[config.mk]
export PLATFORM = sky130hd
export DESIGN_NAME = uart_fc_top
export DESIGN_NICKNAME = d
export VERILOG_FILES = /design/src/rtl/uart_fc_pkg.sv /design/src/rtl/uart_fc_tx.sv /design/src/rtl/uart_fc_rx.sv /design/src/rtl/uart_fc_top.sv
export SDC_FILE = /design/constraint.sdc
export NUM_CORES = 1
export LEC_CHECK = 0
export BUFFER_PORTS_ARGS = -buffer_cell sky130_fd_sc_hd__buf_4
export CELL_PAD_IN_SITES_DETAIL_PLACEMENT = 0
export CELL_PAD_IN_SITES_GLOBAL_PLACEMENT = 2
export CORE_UTILIZATION = 44
export CTS_CLUSTER_SIZE = 28
export DETAILED_ROUTE_END_ITERATION = 8
export PLACE_DENSITY = 0.85
export SLEW_MARGIN = 20
export SYNTH_ARGS = -nofsm -noshare
export SYNTH_HDL_FRONTEND = slang
export SYNTH_SLANG_ARGS = --single-unit
[constraint.sdc]
create_clock -name mclk -period 3.3 [get_ports mclk]
set_clock_uncertainty 0.05 [all_clocks]
set_input_delay 0.165 -clock mclk [delete_from_list [all_inputs] [get_ports mclk]]
set_output_delay 0.165 -clock mclk [all_outputs]
set_load 0.005 [all_outputs]
[src/rtl/uart_fc_pkg.sv]
/*
  constants and types shared by the flow-controlled serial port.
  assumes a single 125 MHz clock and synchronous active-high reset.
*/
// Notes on behaviour
// - full duplex transmit and receive at once, baud up to one megabit.
// - with parity on, send a ninth parity bit and check it on receive.
// - drive request-to-send to pace host; sample clear-to-send before sending.
// - both handshake lines are active low.
// - data lines rest high when no character is sent.
// - line polarity is inverse of an RS-232 cable; converters must invert.
// - transmit pin is an output driven high once set up.
// - receive pin has a pull-up so an undriven line reads idle.
// - request-to-send output starts driven low, inviting the host to send.
// - clear-to-send input has a pull-down so unconnected reads asserted.
package uart_fc_pkg;
  localparam int unsigned CLK_HZ = 125_000_000;
  localparam int unsigned MAX_BAUD = 1_000_000;
  localparam int unsigned DEF_BAUD = 115_200;
  // 16x oversampling tick
  localparam int unsigned OVERSAMPLE = 16;
  localparam int unsigned DIV_W = 16;
  localparam logic [3:0] MID_SAMPLE = 4'h7;
  localparam logic [3:0] LAST_TICK = 4'hF;
  localparam logic LINE_IDLE = 1'b1;
  localparam logic LINE_START = 1'b0;
  localparam logic HS_ASSERT = 1'b0;
  localparam logic HS_DEASSERT = 1'b1;
  localparam logic [3:0] BIT_ZERO = 4'h0;
  localparam int unsigned DATA_BITS = 8;

  function automatic logic [DIV_W-1:0] baud_div(input int unsigned baud);
    baud_div = DIV_W'(CLK_HZ / (baud * OVERSAMPLE) - 1);
  endfunction

  function automatic logic odd_even_parity(input logic [7:0] d,
                                           input logic odd);
    odd_even_parity = (^d) ^ odd;
  endfunction

  typedef enum logic [4:0] {
    ST_IDLE   = 5'h01,
    ST_START  = 5'h02,
    ST_DATA   = 5'h04,
    ST_PARITY = 5'h08,
    ST_STOP   = 5'h10
  } ser_state_t;
endpackage

[src/rtl/uart_fc_tx.sv]
/*
  transmit engine: sends one character per request, lsb first.
  assumes tick is a one-cycle 16x oversample enable.
*/
`timescale 1ns/10ps
`default_nettype none
module uart_fc_tx
  import uart_fc_pkg::*;
(
  input wire logic mclk,
  input wire logic reset,
  input wire logic tick,
  input wire logic parity_en,
  input wire logic parity_odd,
  input wire logic cts_ok,
  input wire logic start,
  input wire logic [7:0] data,
  output logic busy,
  output logic txd
);
  typedef struct packed {
    ser_state_t st;
    logic [3:0] sub;
    logic [3:0] bitn;
    logic [7:0] shf;
    logic par;
    logic txd;
  } tx_s_t;
  tx_s_t s_ff, nxt_s;

  always_comb
  begin
    nxt_s = s_ff;
    case (s_ff.st)
      ST_IDLE:
      begin
        nxt_s.txd = LINE_IDLE;
        // clear-to-send gates only the start of a character
        if (start && cts_ok)
        begin
          nxt_s.st = ST_START;
          nxt_s.shf = data;
          nxt_s.par = odd_even_parity(data, parity_odd);
          nxt_s.sub = BIT_ZERO;
          nxt_s.txd = LINE_START;
        end
      end
      ST_START, ST_DATA, ST_PARITY, ST_STOP:
      begin
        if (tick)
        begin
          nxt_s.sub = s_ff.sub + 4'h1;
          if (s_ff.sub == LAST_TICK)
          begin
            case (s_ff.st)
              ST_START:
              begin
                nxt_s.st = ST_DATA;
                nxt_s.bitn = BIT_ZERO;
                nxt_s.txd = s_ff.shf[0];
              end
              ST_DATA:
              begin
                nxt_s.shf = {1'b0, s_ff.shf[7:1]};
                nxt_s.bitn = s_ff.bitn + 4'h1;
                if (s_ff.bitn == 4'(DATA_BITS - 1))
                begin
                  nxt_s.st = parity_en ? ST_PARITY : ST_STOP;
                  nxt_s.txd = parity_en ? s_ff.par : LINE_IDLE;
                end
                else
                  nxt_s.txd = s_ff.shf[1];
              end
              ST_PARITY:
              begin
                nxt_s.st = ST_STOP;
                nxt_s.txd = LINE_IDLE;
              end
              default:
              begin
                nxt_s.st = ST_IDLE;
                nxt_s.txd = LINE_IDLE;
              end
            endcase
          end
        end
      end
      default:
      begin
        nxt_s.st = ST_IDLE;
        nxt_s.txd = LINE_IDLE;
      end
    endcase
  end

  always_ff @(posedge mclk)
  begin
    if (reset)
    begin
      s_ff <= '0;
      s_ff.st <= ST_IDLE;
      s_ff.txd <= LINE_IDLE;
    end
    else
      s_ff <= nxt_s;
  end

  assign busy = (s_ff.st != ST_IDLE);
  assign txd = s_ff.txd;

  AST_TX_START_LOW: assert property (
    @(posedge mclk) disable iff (reset)
    (s_ff.st == ST_IDLE && start && cts_ok) |=> (txd == LINE_START))
    else $error("start bit not low");
  AST_TX_NO_CTS: assert property (
    @(posedge mclk) disable iff (reset)
    (s_ff.st == ST_IDLE && !cts_ok) |=> (s_ff.st == ST_IDLE))
    else $error("sent without clear-to-send");
  AST_TX_IDLE_HIGH: assert property (
    @(posedge mclk) disable iff (reset)
    (s_ff.st == ST_IDLE && $past(s_ff.st) == ST_IDLE) |-> txd)
    else $error("idle line not high");
endmodule
`default_nettype wire

[src/rtl/uart_fc_rx.sv]
/*
  receive engine: 16x oversampled, samples mid-bit, checks parity.
  assumes rxd already synchronised and tick a one-cycle enable.
*/
`timescale 1ns/10ps
`default_nettype none
module uart_fc_rx
  import uart_fc_pkg::*;
(
  input wire logic mclk,
  input wire logic reset,
  input wire logic tick,
  input wire logic parity_en,
  input wire logic parity_odd,
  input wire logic rxd,
  output logic done,
  output logic [7:0] data,
  output logic parity_err,
  output logic frame_err
);
  typedef struct packed {
    ser_state_t st;
    logic [3:0] sub;
    logic [3:0] bitn;
    logic [7:0] shf;
    logic par;
    logic done;
    logic perr;
    logic ferr;
  } rx_s_t;
  rx_s_t s_ff, nxt_s;

  always_comb
  begin
    nxt_s = s_ff;
    nxt_s.done = 1'b0;
    case (s_ff.st)
      ST_IDLE:
      begin
        if (rxd == LINE_START)
        begin
          nxt_s.st = ST_START;
          nxt_s.sub = BIT_ZERO;
        end
      end
      ST_START, ST_DATA, ST_PARITY, ST_STOP:
      begin
        if (tick)
        begin
          nxt_s.sub = s_ff.sub + 4'h1;
          if (s_ff.sub == MID_SAMPLE)
          begin
            nxt_s.sub = BIT_ZERO;
            case (s_ff.st)
              ST_START:
              begin
                // a glitch shorter than half a bit is not a start
                nxt_s.st = (rxd == LINE_START) ? ST_DATA : ST_IDLE;
                nxt_s.bitn = BIT_ZERO;
                nxt_s.sub = (rxd == LINE_START) ? BIT_ZERO : s_ff.sub;
              end
              ST_DATA:
              begin
                nxt_s.sub = s_ff.sub + 4'h1;
                nxt_s.st = s_ff.st;
              end
              default:
                nxt_s.sub = s_ff.sub + 4'h1;
            endcase
          end
          else if (s_ff.sub == LAST_TICK && s_ff.st != ST_START)
          begin
            nxt_s.sub = BIT_ZERO;
          end
          // start phase realigned to mid-bit; later bits sampled a bit apart
          if (s_ff.st != ST_START && s_ff.sub == LAST_TICK)
          begin
            case (s_ff.st)
              ST_DATA:
              begin
                nxt_s.shf = {rxd, s_ff.shf[7:1]};
                nxt_s.bitn = s_ff.bitn + 4'h1;
                if (s_ff.bitn == 4'(DATA_BITS - 1))
                  nxt_s.st = parity_en ? ST_PARITY : ST_STOP;
              end
              ST_PARITY:
              begin
                nxt_s.par = rxd;
                nxt_s.st = ST_STOP;
              end
              default:
              begin
                nxt_s.st = ST_IDLE;
                nxt_s.done = 1'b1;
                nxt_s.ferr = (rxd != LINE_IDLE);
                nxt_s.perr = parity_en &&
                  (odd_even_parity(s_ff.shf, parity_odd) != s_ff.par);
              end
            endcase
          end
        end
      end
      default:
        nxt_s.st = ST_IDLE;
    endcase
  end

  always_ff @(posedge mclk)
  begin
    if (reset)
    begin
      s_ff <= '0;
      s_ff.st <= ST_IDLE;
    end
    else
      s_ff <= nxt_s;
  end

  assign done = s_ff.done;
  assign data = s_ff.shf;
  assign parity_err = s_ff.perr;
  assign frame_err = s_ff.ferr;

  AST_RX_DONE_PULSE: assert property (
    @(posedge mclk) disable iff (reset)
    done |=> !done)
    else $error("done longer than one cycle");
  AST_RX_NO_PERR_OFF: assert property (
    @(posedge mclk) disable iff (reset)
    (done && !parity_en) |-> !parity_err)
    else $error("parity error with parity off");
endmodule
`default_nettype wire

[src/rtl/uart_fc_top.sv]
/*
  flow-controlled serial port: full-duplex transmit and receive engines,
  a receive buffer that drives request-to-send, and clear-to-send gating.
  assumes one 125 MHz clock, pins already synchronous, pulls at the pads.
*/
`timescale 1ns/10ps
`default_nettype none
module uart_fc_top
  import uart_fc_pkg::*;
#(
  parameter int unsigned BAUD = DEF_BAUD,
  parameter int unsigned RX_DEPTH = 16,
  parameter int unsigned RTS_MARGIN = 4
)
(
  input wire logic mclk,
  input wire logic reset,
  input wire logic parity_en,
  input wire logic parity_odd,
  input wire logic [7:0] tx_data,
  input wire logic tx_valid,
  output logic tx_ready,
  output logic [7:0] rx_data,
  output logic rx_valid,
  input wire logic rx_ready,
  output logic rx_parity_err,
  output logic rx_frame_err,
  output logic rx_overrun,
  input wire logic overrun_clr,
  input wire logic uart_rxd,
  output logic uart_txd,
  output logic uart_rts_n,
  input wire logic uart_cts_n
);
  localparam int unsigned AW = $clog2(RX_DEPTH);
  localparam logic [DIV_W-1:0] DIV = baud_div(BAUD);
  localparam logic [AW:0] FULL_CNT = (AW+1)'(RX_DEPTH);
  localparam logic [AW:0] STOP_CNT = (AW+1)'(RX_DEPTH - RTS_MARGIN);

  typedef struct packed {
    logic [DIV_W-1:0] div;
    logic tick;
    logic [1:0] rx_sync;
    logic cts_s;
    logic [AW-1:0] wp;
    logic [AW-1:0] rp;
    logic [AW:0] cnt;
    logic [7:0] rdat;
    logic rval;
    logic perr;
    logic ferr;
    logic ovr;
    logic rts_n;
    logic txd;
    logic txrdy;
  } top_s_t;
  top_s_t s_ff, nxt_s;

  // each entry keeps its own error bits so they leave with the character
  typedef struct packed {
    logic ferr;
    logic perr;
    logic [7:0] dat;
  } rx_ent_t;
  rx_ent_t mem [RX_DEPTH];
  logic tx_busy;
  logic tx_line;
  logic rx_done;
  logic [7:0] rx_word;
  logic rx_perr;
  logic rx_ferr;
  logic tx_go;
  logic push;
  logic pop;

  // send handshake: host asserts clear-to-send by pulling low
  assign tx_go = tx_valid && s_ff.txrdy && (s_ff.cts_s == HS_ASSERT);
  assign pop = (!s_ff.rval || rx_ready) && (s_ff.cnt != '0);
  // overrun drops the character rather than corrupt older data
  assign push = rx_done && (s_ff.cnt != FULL_CNT);

  uart_fc_tx u_tx (
    .mclk(mclk),
    .reset(reset),
    .tick(s_ff.tick),
    .parity_en(parity_en),
    .parity_odd(parity_odd),
    .cts_ok(s_ff.cts_s == HS_ASSERT),
    .start(tx_go),
    .data(tx_data),
    .busy(tx_busy),
    .txd(tx_line)
  );

  uart_fc_rx u_rx (
    .mclk(mclk),
    .reset(reset),
    .tick(s_ff.tick),
    .parity_en(parity_en),
    .parity_odd(parity_odd),
    .rxd(s_ff.rx_sync[1]),
    .done(rx_done),
    .data(rx_word),
    .parity_err(rx_perr),
    .frame_err(rx_ferr)
  );

  always_comb
  begin
    nxt_s = s_ff;
    nxt_s.tick = 1'b0;
    if (s_ff.div == '0)
    begin
      nxt_s.div = DIV;
      nxt_s.tick = 1'b1;
    end
    else
      nxt_s.div = s_ff.div - 1'b1;
    nxt_s.rx_sync = {s_ff.rx_sync[0], uart_rxd};
    nxt_s.cts_s = uart_cts_n;
    nxt_s.txd = tx_line;
    nxt_s.txrdy = !tx_busy && !tx_go && !s_ff.txrdy ? 1'b1 :
                  (tx_go ? 1'b0 : (!tx_busy && s_ff.txrdy));
    if (push)
      nxt_s.wp = s_ff.wp + 1'b1;
    if (pop)
    begin
      nxt_s.rp = s_ff.rp + 1'b1;
      nxt_s.rdat = mem[s_ff.rp].dat;
      nxt_s.rval = 1'b1;
      nxt_s.perr = mem[s_ff.rp].perr;
      nxt_s.ferr = mem[s_ff.rp].ferr;
    end
    else if (rx_ready)
      nxt_s.rval = 1'b0;
    nxt_s.cnt = s_ff.cnt + (AW+1)'(push) - (AW+1)'(pop);
    // set wins over clear
    if (overrun_clr)
      nxt_s.ovr = 1'b0;
    if (rx_done && !push)
      nxt_s.ovr = 1'b1;
    // deassert early so characters in flight still fit
    nxt_s.rts_n = (nxt_s.cnt >= STOP_CNT) ? HS_DEASSERT : HS_ASSERT;
  end

  always_ff @(posedge mclk)
  begin
    if (push)
      mem[s_ff.wp] <= {rx_ferr, rx_perr, rx_word};
  end

  always_ff @(posedge mclk)
  begin
    if (reset)
    begin
      s_ff <= '0;
      s_ff.rx_sync <= {LINE_IDLE, LINE_IDLE};
      s_ff.cts_s <= HS_ASSERT;
      s_ff.rts_n <= HS_ASSERT;
      s_ff.txd <= LINE_IDLE;
    end
    else
      s_ff <= nxt_s;
  end

  // pins are true logic levels: idle high, handshake low means asserted,
  // so an external RS-232 driver must invert every line
  assign uart_txd = s_ff.txd;
  assign uart_rts_n = s_ff.rts_n;
  assign tx_ready = s_ff.txrdy;
  assign rx_data = s_ff.rdat;
  assign rx_valid = s_ff.rval;
  assign rx_parity_err = s_ff.perr;
  assign rx_frame_err = s_ff.ferr;
  assign rx_overrun = s_ff.ovr;

  AST_RTS_FULL: assert property (
    @(posedge mclk) disable iff (reset)
    (s_ff.cnt >= STOP_CNT) |-> (uart_rts_n == HS_DEASSERT))
    else $error("rts asserted with buffer near full");
  AST_RTS_FREE: assert property (
    @(posedge mclk) disable iff (reset)
    (s_ff.cnt < STOP_CNT) |-> (uart_rts_n == HS_ASSERT))
    else $error("rts withheld with room free");
  AST_OVERRUN_SET: assert property (
    @(posedge mclk) disable iff (reset)
    (rx_done && s_ff.cnt == FULL_CNT) |=> rx_overrun)
    else $error("overrun not flagged");
  AST_CTS_HOLD: assert property (
    @(posedge mclk) disable iff (reset)
    (s_ff.cts_s == HS_DEASSERT && !tx_busy) |=> !tx_busy)
    else $error("character started without clear-to-send");
  AST_TXD_IDLE: assert property (
    @(posedge mclk) disable iff (reset)
    (!tx_busy && !$past(tx_busy)) |=> uart_txd)
    else $error("txd not high while idle");
  AST_DUPLEX: assert property (
    @(posedge mclk) disable iff (reset)
    (tx_busy && rx_done && s_ff.cnt < FULL_CNT) |=> s_ff.cnt != '0)
    else $error("receive lost during transmit");
  AST_TX_TAKEN: assert property (
    @(posedge mclk) disable iff (reset)
    tx_go |=> (!tx_ready && tx_busy))
    else $error("character request not taken");
  // pin lags the engine by one register stage
  AST_START_ON_PIN: assert property (
    @(posedge mclk) disable iff (reset)
    tx_go |-> ##2 (uart_txd == LINE_START))
    else $error("start bit missing on pin");
  AST_RX_HOLD: assert property (
    @(posedge mclk) disable iff (reset)
    (rx_valid && !rx_ready) |=> (rx_valid && $stable(rx_data)))
    else $error("received character dropped before accept");
  AST_ERR_HOLD: assert property (
    @(posedge mclk) disable iff (reset)
    (rx_valid && !rx_ready) |=> $stable(rx_parity_err))
    else $error("parity flag changed under a held character");
  AST_CNT_MAX: assert property (
    @(posedge mclk) disable iff (reset)
    s_ff.cnt <= FULL_CNT)
    else $error("buffer count beyond depth");
  AST_OVR_STICKY: assert property (
    @(posedge mclk) disable iff (reset)
    (rx_overrun && !overrun_clr) |=> rx_overrun)
    else $error("overrun flag lost without clear");
  AST_OVR_CLEAR: assert property (
    @(posedge mclk) disable iff (reset)
    (overrun_clr && !rx_done) |=> !rx_overrun)
    else $error("overrun flag not cleared");
  AST_CTS_SAMPLED: assert property (
    @(posedge mclk) disable iff (reset)
    (uart_cts_n == HS_DEASSERT) |=> (s_ff.cts_s == HS_DEASSERT))
    else $error("clear-to-send deassert missed");
  AST_TICK_PULSE: assert property (
    @(posedge mclk) disable iff (reset)
    s_ff.tick |=> !s_ff.tick)
    else $error("baud tick longer than one cycle");
endmodule
`default_nettype wire

### After elaboration in Yosys (flattened, before gate mapping)

Memory sizes are Yosys's and may differ from the RTL's. A register that Yosys moved wholly into a read port is not among the register bits.
Index checks and enable logic that the tools add are counted.

| cells by class | value |
|---|---|
| add/subtract/negate cells | 9 |
| order comparisons | 1 |
| equality and inequality tests | 27 |
| multiplexer cells | 50 |
| bitwise logic cells | 8 |
| reductions and logical operators | 43 |

Operator list:

| cell | number |
|---|---|
| 5-bit 2-to-1 mux | 7 |
| 5-bit case mux with 2 select lines | 3 |
| 25-bit 2-to-1 mux | 1 |
| 4-bit by 1-bit adder with 4-bit output (second input constant) | 6 |
| 12-bit 2-to-1 mux | 2 |
| 4-bit 2-to-1 mux | 6 |
| 4-bit case mux with 2 select lines | 3 |
| 4-bit AND reduction | 6 |
| 21-bit 2-to-1 mux | 1 |
| 9-bit 2-to-1 mux | 2 |
| 16-bit zero test | 1 |
| 16-bit 2-to-1 mux | 1 |
| 8-bit case mux with 2 select lines | 1 |
| 8-bit XOR reduction | 2 |
| 16-bit by 1-bit subtractor with 16-bit output (second input constant) | 1 |
| 1-bit 2-to-1 mux | 15 |
| 5-bit case mux with 3 select lines | 1 |
| 4-bit by 3-bit equality test with 1-bit output (second input constant) | 3 |
| 4-bit OR reduction | 3 |
| 1-bit logical AND | 11 |
| 5-bit by 1-bit equality test with 1-bit output (second input constant) | 2 |
| 5-bit by 2-bit equality test with 1-bit output (second input constant) | 2 |
| 5-bit by 3-bit equality test with 1-bit output (second input constant) | 2 |
| 5-bit by 4-bit equality test with 1-bit output (second input constant) | 2 |
| 28 further kinds | 54 |

| storage, ports and cells | value |
|---|---|
| bits in registers | 86 |
| bits in writable memories | 160 |
| bits of input ports | 17 |
| output and inout bits | 15 |
| memories kept | 1 |

Memory list:

| name | words | width | read ports | clocked after memory_dff | write ports | line | RTL |
|---|---|---|---|---|---|---|---|
| mem | 16 | 10 | 1 | 1 | 1 | uart_fc_top.sv:65 | `rx_ent_t mem [RX_DEPTH];` |

### Logic depth before layout (Yosys ltp)

| depth | value |
|---|---|
| depth after elaboration | 8 |
| depth in mapped cells | 15 |
| depth with buffers taken out | 14 |

### Hierarchy

From an unflattened synthesis, not the netlist that was laid out.

| unflattened totals | value |
|---|---|
| cells, all modules | 845 |
| area, all modules | 11249.5 sq um |

Modules (own cells, without submodules):

| module | instances | cells each | area an instance (sq um) | sequential area each (sq um) |
|---|---|---|---|---|
| uart_fc_top | 1 | 479 | 8181.6 | 5765.5 |
| uart_fc_rx | 1 | 186 | 1570.3 | 500.5 |
| uart_fc_tx | 1 | 180 | 1497.7 | 460.4 |

### Worst setup path before layout

OpenSTA, ideal clock, no wires.

| timing | value |
|---|---|
| path type | register to register |
| start point | reg s_ff[17] (netlist bit) |
| end point | reg s_ff, in the netlist uart_rts_n |
| data arrival time | 2.472 ns |
| required time | 3.120 ns |
| setup slack | 0.648 ns |
| cell stages (with the launch flop) | 16 |
| buffers on the path | 1 |
| clock period less this slack | 2.652 ns |
| cell sequence | dfxtp_1 > inv_1 > ha_1 > nor4bb_1 > nor2b_1 > clkbuf_1 > inv_1 > ha_1 > inv_1 > ha_1 > fa_1 > a21oi_1 > nor2_1 > nor2_1 > xnor2_1 > o21ai_0 |

| between the ends | value |
|---|---|
| longest elaborated chain between the ends | 6 |

RTL lines:

| item | line | RTL |
|---|---|---|
| start: declaration | uart_fc_top.sv:57 | `top_s_t s_ff, nxt_s;` |
| start signal: assignment | uart_fc_top.sv:163 | `s_ff <= nxt_s;` |
| 5-bit != test | uart_fc_top.sv:80 | `assign push = rx_done && (s_ff.cnt != FULL_CNT);` |
| 1-bit logical AND | uart_fc_top.sv:80 |  |
| 5-bit by 1-bit adder with 5-bit output | uart_fc_top.sv:136 | `nxt_s.cnt = s_ff.cnt + (AW+1)'(push) - (AW+1)'(pop);` |
| 5-bit by 1-bit subtractor with 5-bit output * | uart_fc_top.sv:136 |  |
| 5-bit by 4-bit greater-or-equal comparator with 1-bit output * | uart_fc_top.sv:143 | `nxt_s.rts_n = (nxt_s.cnt >= STOP_CNT) ? HS_DEASSERT : HS_ASSERT;` |
| 1-bit 2-to-1 mux * | uart_fc_top.sv:143 |  |

Mark *: on every way between the ends. The rest lies on a longest branch, timed or not.
A chain may end at the register's enable or synchronous reset.

### Worst setup path after layout

Ends and elaborated chain as after synthesis.

==> impl_metrics.tcl <==
set metrics [dict create \
    hold_end "u_tx.s_ff[18]" \
    syn_to_final_growth_pct 14.58 \
    h-tree-depth 1 \
    syn_nets 874 \
    drv_cap 0 \
    clockBufferDepth 3 \
    crit_fanout 5 \
    cts-buffers-inserted 27 \
    cts_resized 0 \
    cts-root-buf "clkbuf_16" \
    synth-seq-cells 256 \
    crit_path_end_kind "flop" \
    relSlewSlack_pct 39.38 \
    ioPinCount 32 \
    cts_setup_buffers 0 \
    arrival_ps 3180 \
    grtUsageMet2_pct 30.40 \
    status "finished, final reports clean" \
    rrSetupSlack_ps 460 \
    crit_required_ps 3640 \
    clock_sinks 256 \
    nNetsFinal 920 \
    synth_top_cell_by_area "edfxtp_1" \
    yosys_warnings 0 \
    place.detailed.hpwl_um 14220 \
    postSynthCellCount 839 \
    synth_most_common_cell "edfxtp_1" \
    fin_crit_ps 2838 \
    critical_path_class "reg -> reg" \
    ys_top_cells_by_area "edfxtp_1, dfxtp_1, mux4_2" \
    finalHoldViolCount 0 \
    start_util_pct 45.25 \
    initialDrtViolationCount 325 \
    fillerInstances 2080 \
    setup_violations 0 \
    fin_util_pct 51.85 \
    p_per_area_nw_per_um2 703.6 \
    detailroute.via_count 6763 \
    tightest_slew_ps 908.1 \
    fmax_ghz 0.3523 \
    total_power_mw 8.924 \
    cts_hold_buffers 14 \
    grt.met1_usage_pct 23.92 \
    grt_pass1_vias 6692 \
    antenna_cells 0 \
    worst_setup_path_start_kind "flop" \
    grt_overflow 0 \
    cp_cell_sequence "inv_1, ha_1, nor4b_1, nand2b_1, inv_1, ha_1, inv_1, ha_1, fa_1, a21oi_1, nor2_1, nor2_1, xnor2_1, o21ai_0" \
    leakage_nw 4.270 \
    ant_nets 0 \
    fin_crit_sh_pct 86.00 \
    via_per_inst 5.503 \
    rsz0062_at_grt "no" \
    synth_common_cells "edfxtp_1, dfxtp_1, nor2_1" \
    drive_gt1_share_pct 18.90 \
    setup_ws_ps 461.9 \
    slowest_delay_ps 400 \
    post_drt_wl_per_cell_um 18.51 \
    crit_buf_inv 3 \
    num_rows 57 \
    fin_hold_ws_ps 49.63 \
    portBuffers 31 \
    grt_max_degree 44 \
    synth_edf_count 160 \
    clk_latency_ps 530 \
    pre_cts_slack_ps 479.7 \
    ir_worst_vdd_v 0.0004319 \
    grt_pass1_wl_um 36090 \
    grtUsageMet3_pct 2.583 \
    gp_congestion 0.7599 \
    synth-main-ff-cell "edfxtp_1" \
    gr-max-usage-layer "met2" \
    synth.top_cell.area_share_pct 43.40 \
    yosysSeqAreaShare_pct 60.77 \
    first_pass_iters 4 \
    worstHoldStart "tx_valid" \
    rr_worst_depth 14 \
    grt_usage_pct 17.79 \
    cp_slowest_cell "fa_1" \
    hp-class "in -> reg" \
    tns_ps 0 \
    syn_area_um2 11070 \
    cts_tree "yes" \
    worstReg2RegEnd "uart_rts_n" \
    drcViolationCount 0 \
    clk_pin_slew_ps 60 \
    grt_antenna_before_repair 0 \
    routed_wirelength_um 22750 \
    path_delay_family "adder cells" \
    avgSynthCellArea_um2 13.19 \
    die_w_um 160.6 \
    die-area_um2 25800 \
    die_y_um 160.6 \
    timing.rr.start "s_ff[17]" \
    hold_depth 3 \
    core_um2 24460 \
    synthDistinctLibCells 68 \
    drv_slew 0 \
    synthArstFlopShare_pct 0 \
]
## through the flow
step	cells	area, um^2
after CTS	1229	12680
after detailed placement	1166	11680
after global routing	1229	12680
after global placement	1166	11680
final	1229	12680
after floorplan	839	11070
## power by group
part / switching (mW) / internal (mW) / total (mW)
Clock: 1.22 / 1.71 / 2.93
Combinational: 1.05 / 1.12 / 2.17
Sequential: 0.241 / 3.58 / 3.82
## sequential cells by signal (all words and copies together) (netlist names)
| name | count |
|---|---|
| u_rx.frame_err | 1 |
| u_tx.s_ff | 22 |
| uart_rts_n | 1 |
| u_rx.data | 8 |
| u_tx.txd | 1 |
| rx_valid | 1 |
| rx_data | 8 |
| tx_ready | 1 |
| u_rx.parity_err | 1 |
| u_rx.s_ff | 14 |
| rx_frame_err | 1 |
| nxt_s | 1 |
| mem | 160 |
| s_ff | 32 |
| rx_parity_err | 1 |
| u_rx.done | 1 |
| uart_txd | 1 |
| rx_overrun | 1 |
## metal layers
metal / vias up / wire length, um
met5: - / 0
met4: 0 / 355
met3: 31 / 912
met2: 114 / 11050
met1: 3358 / 10430
li1: 3260 / -
## worst max path at each step
stage                     slack (ps)     start  cells after the start    endpoint
after floorplan                  650  s_ff[17]                     15  uart_rts_n
after global placement           510  s_ff[18]                     14  uart_rts_n
after detailed placement         480  s_ff[18]                     14  uart_rts_n
after CTS                        460  s_ff[18]                     14  uart_rts_n
after global routing             210  s_ff[18]                     14  uart_rts_n
final                            460  s_ff[17]                     14  uart_rts_n
## area by class of cell
type | count | area (um^2) | area share (%)
Clock inverter | 15 | 140.1 | 1.105
Tap cell | 324 | 405.4 | 3.196
Inverter | 24 | 90.09 | 0.7103
Sequential cell | 256 | 6729 | 53.05
Clock buffer | 34 | 721.9 | 5.692
Timing Repair Buffer | 73 | 608.1 | 4.794
Multi-Input combinational cell | 503 | 3989 | 31.45
## cells by family (layout without fill, tap and decap cells)
logic type | Yosys count | count (layout) | synth area share (%)
flops | 256 | 256 | 60.77
buf+inv | 80 | 146 | 3.255
compound gates | 114 | 114 | 7.065
mux | 73 | 73 | 11.25
simple gates | 256 | 256 | 11.99
fa+ha+maj | 18 | 18 | 2.102
xor+xnor | 42 | 42 | 3.572
## worst min-delay path, delay by kind of cell
kind / cells / cell delay (ps)
and+or+nand+nor: 1 / 150
AOI/OAI and AO/OA: 1 / 160
buffers and inverters: 1 / 110
## cell usage in the layout (no fill, tap or decap), drive strengths merged, types with 4 or more instances in the layout
cell and instances:
inv 25, xnor2 30, a21oi 32, nor3 33, mux4 40, dfxtp 96
nor2 82, nand2 33, nand4 11, nand2b 10, edfxtp 160, ha 17
o21ai 19, o211ai 4, nand3 28, dlygate4sd3 14, mux2i 22, xor2 10
a311oi 9, a221oi 11, clkbuf 34, a22oi 4, nor2b 8, mux2 11
and3 5, o31ai 5, nand3b 6, nor4b 4, or4 8, buf 59
or2 7, or3 7, clkinvlp 5, clkinv 7
Power figures use the tool's default switching activity.
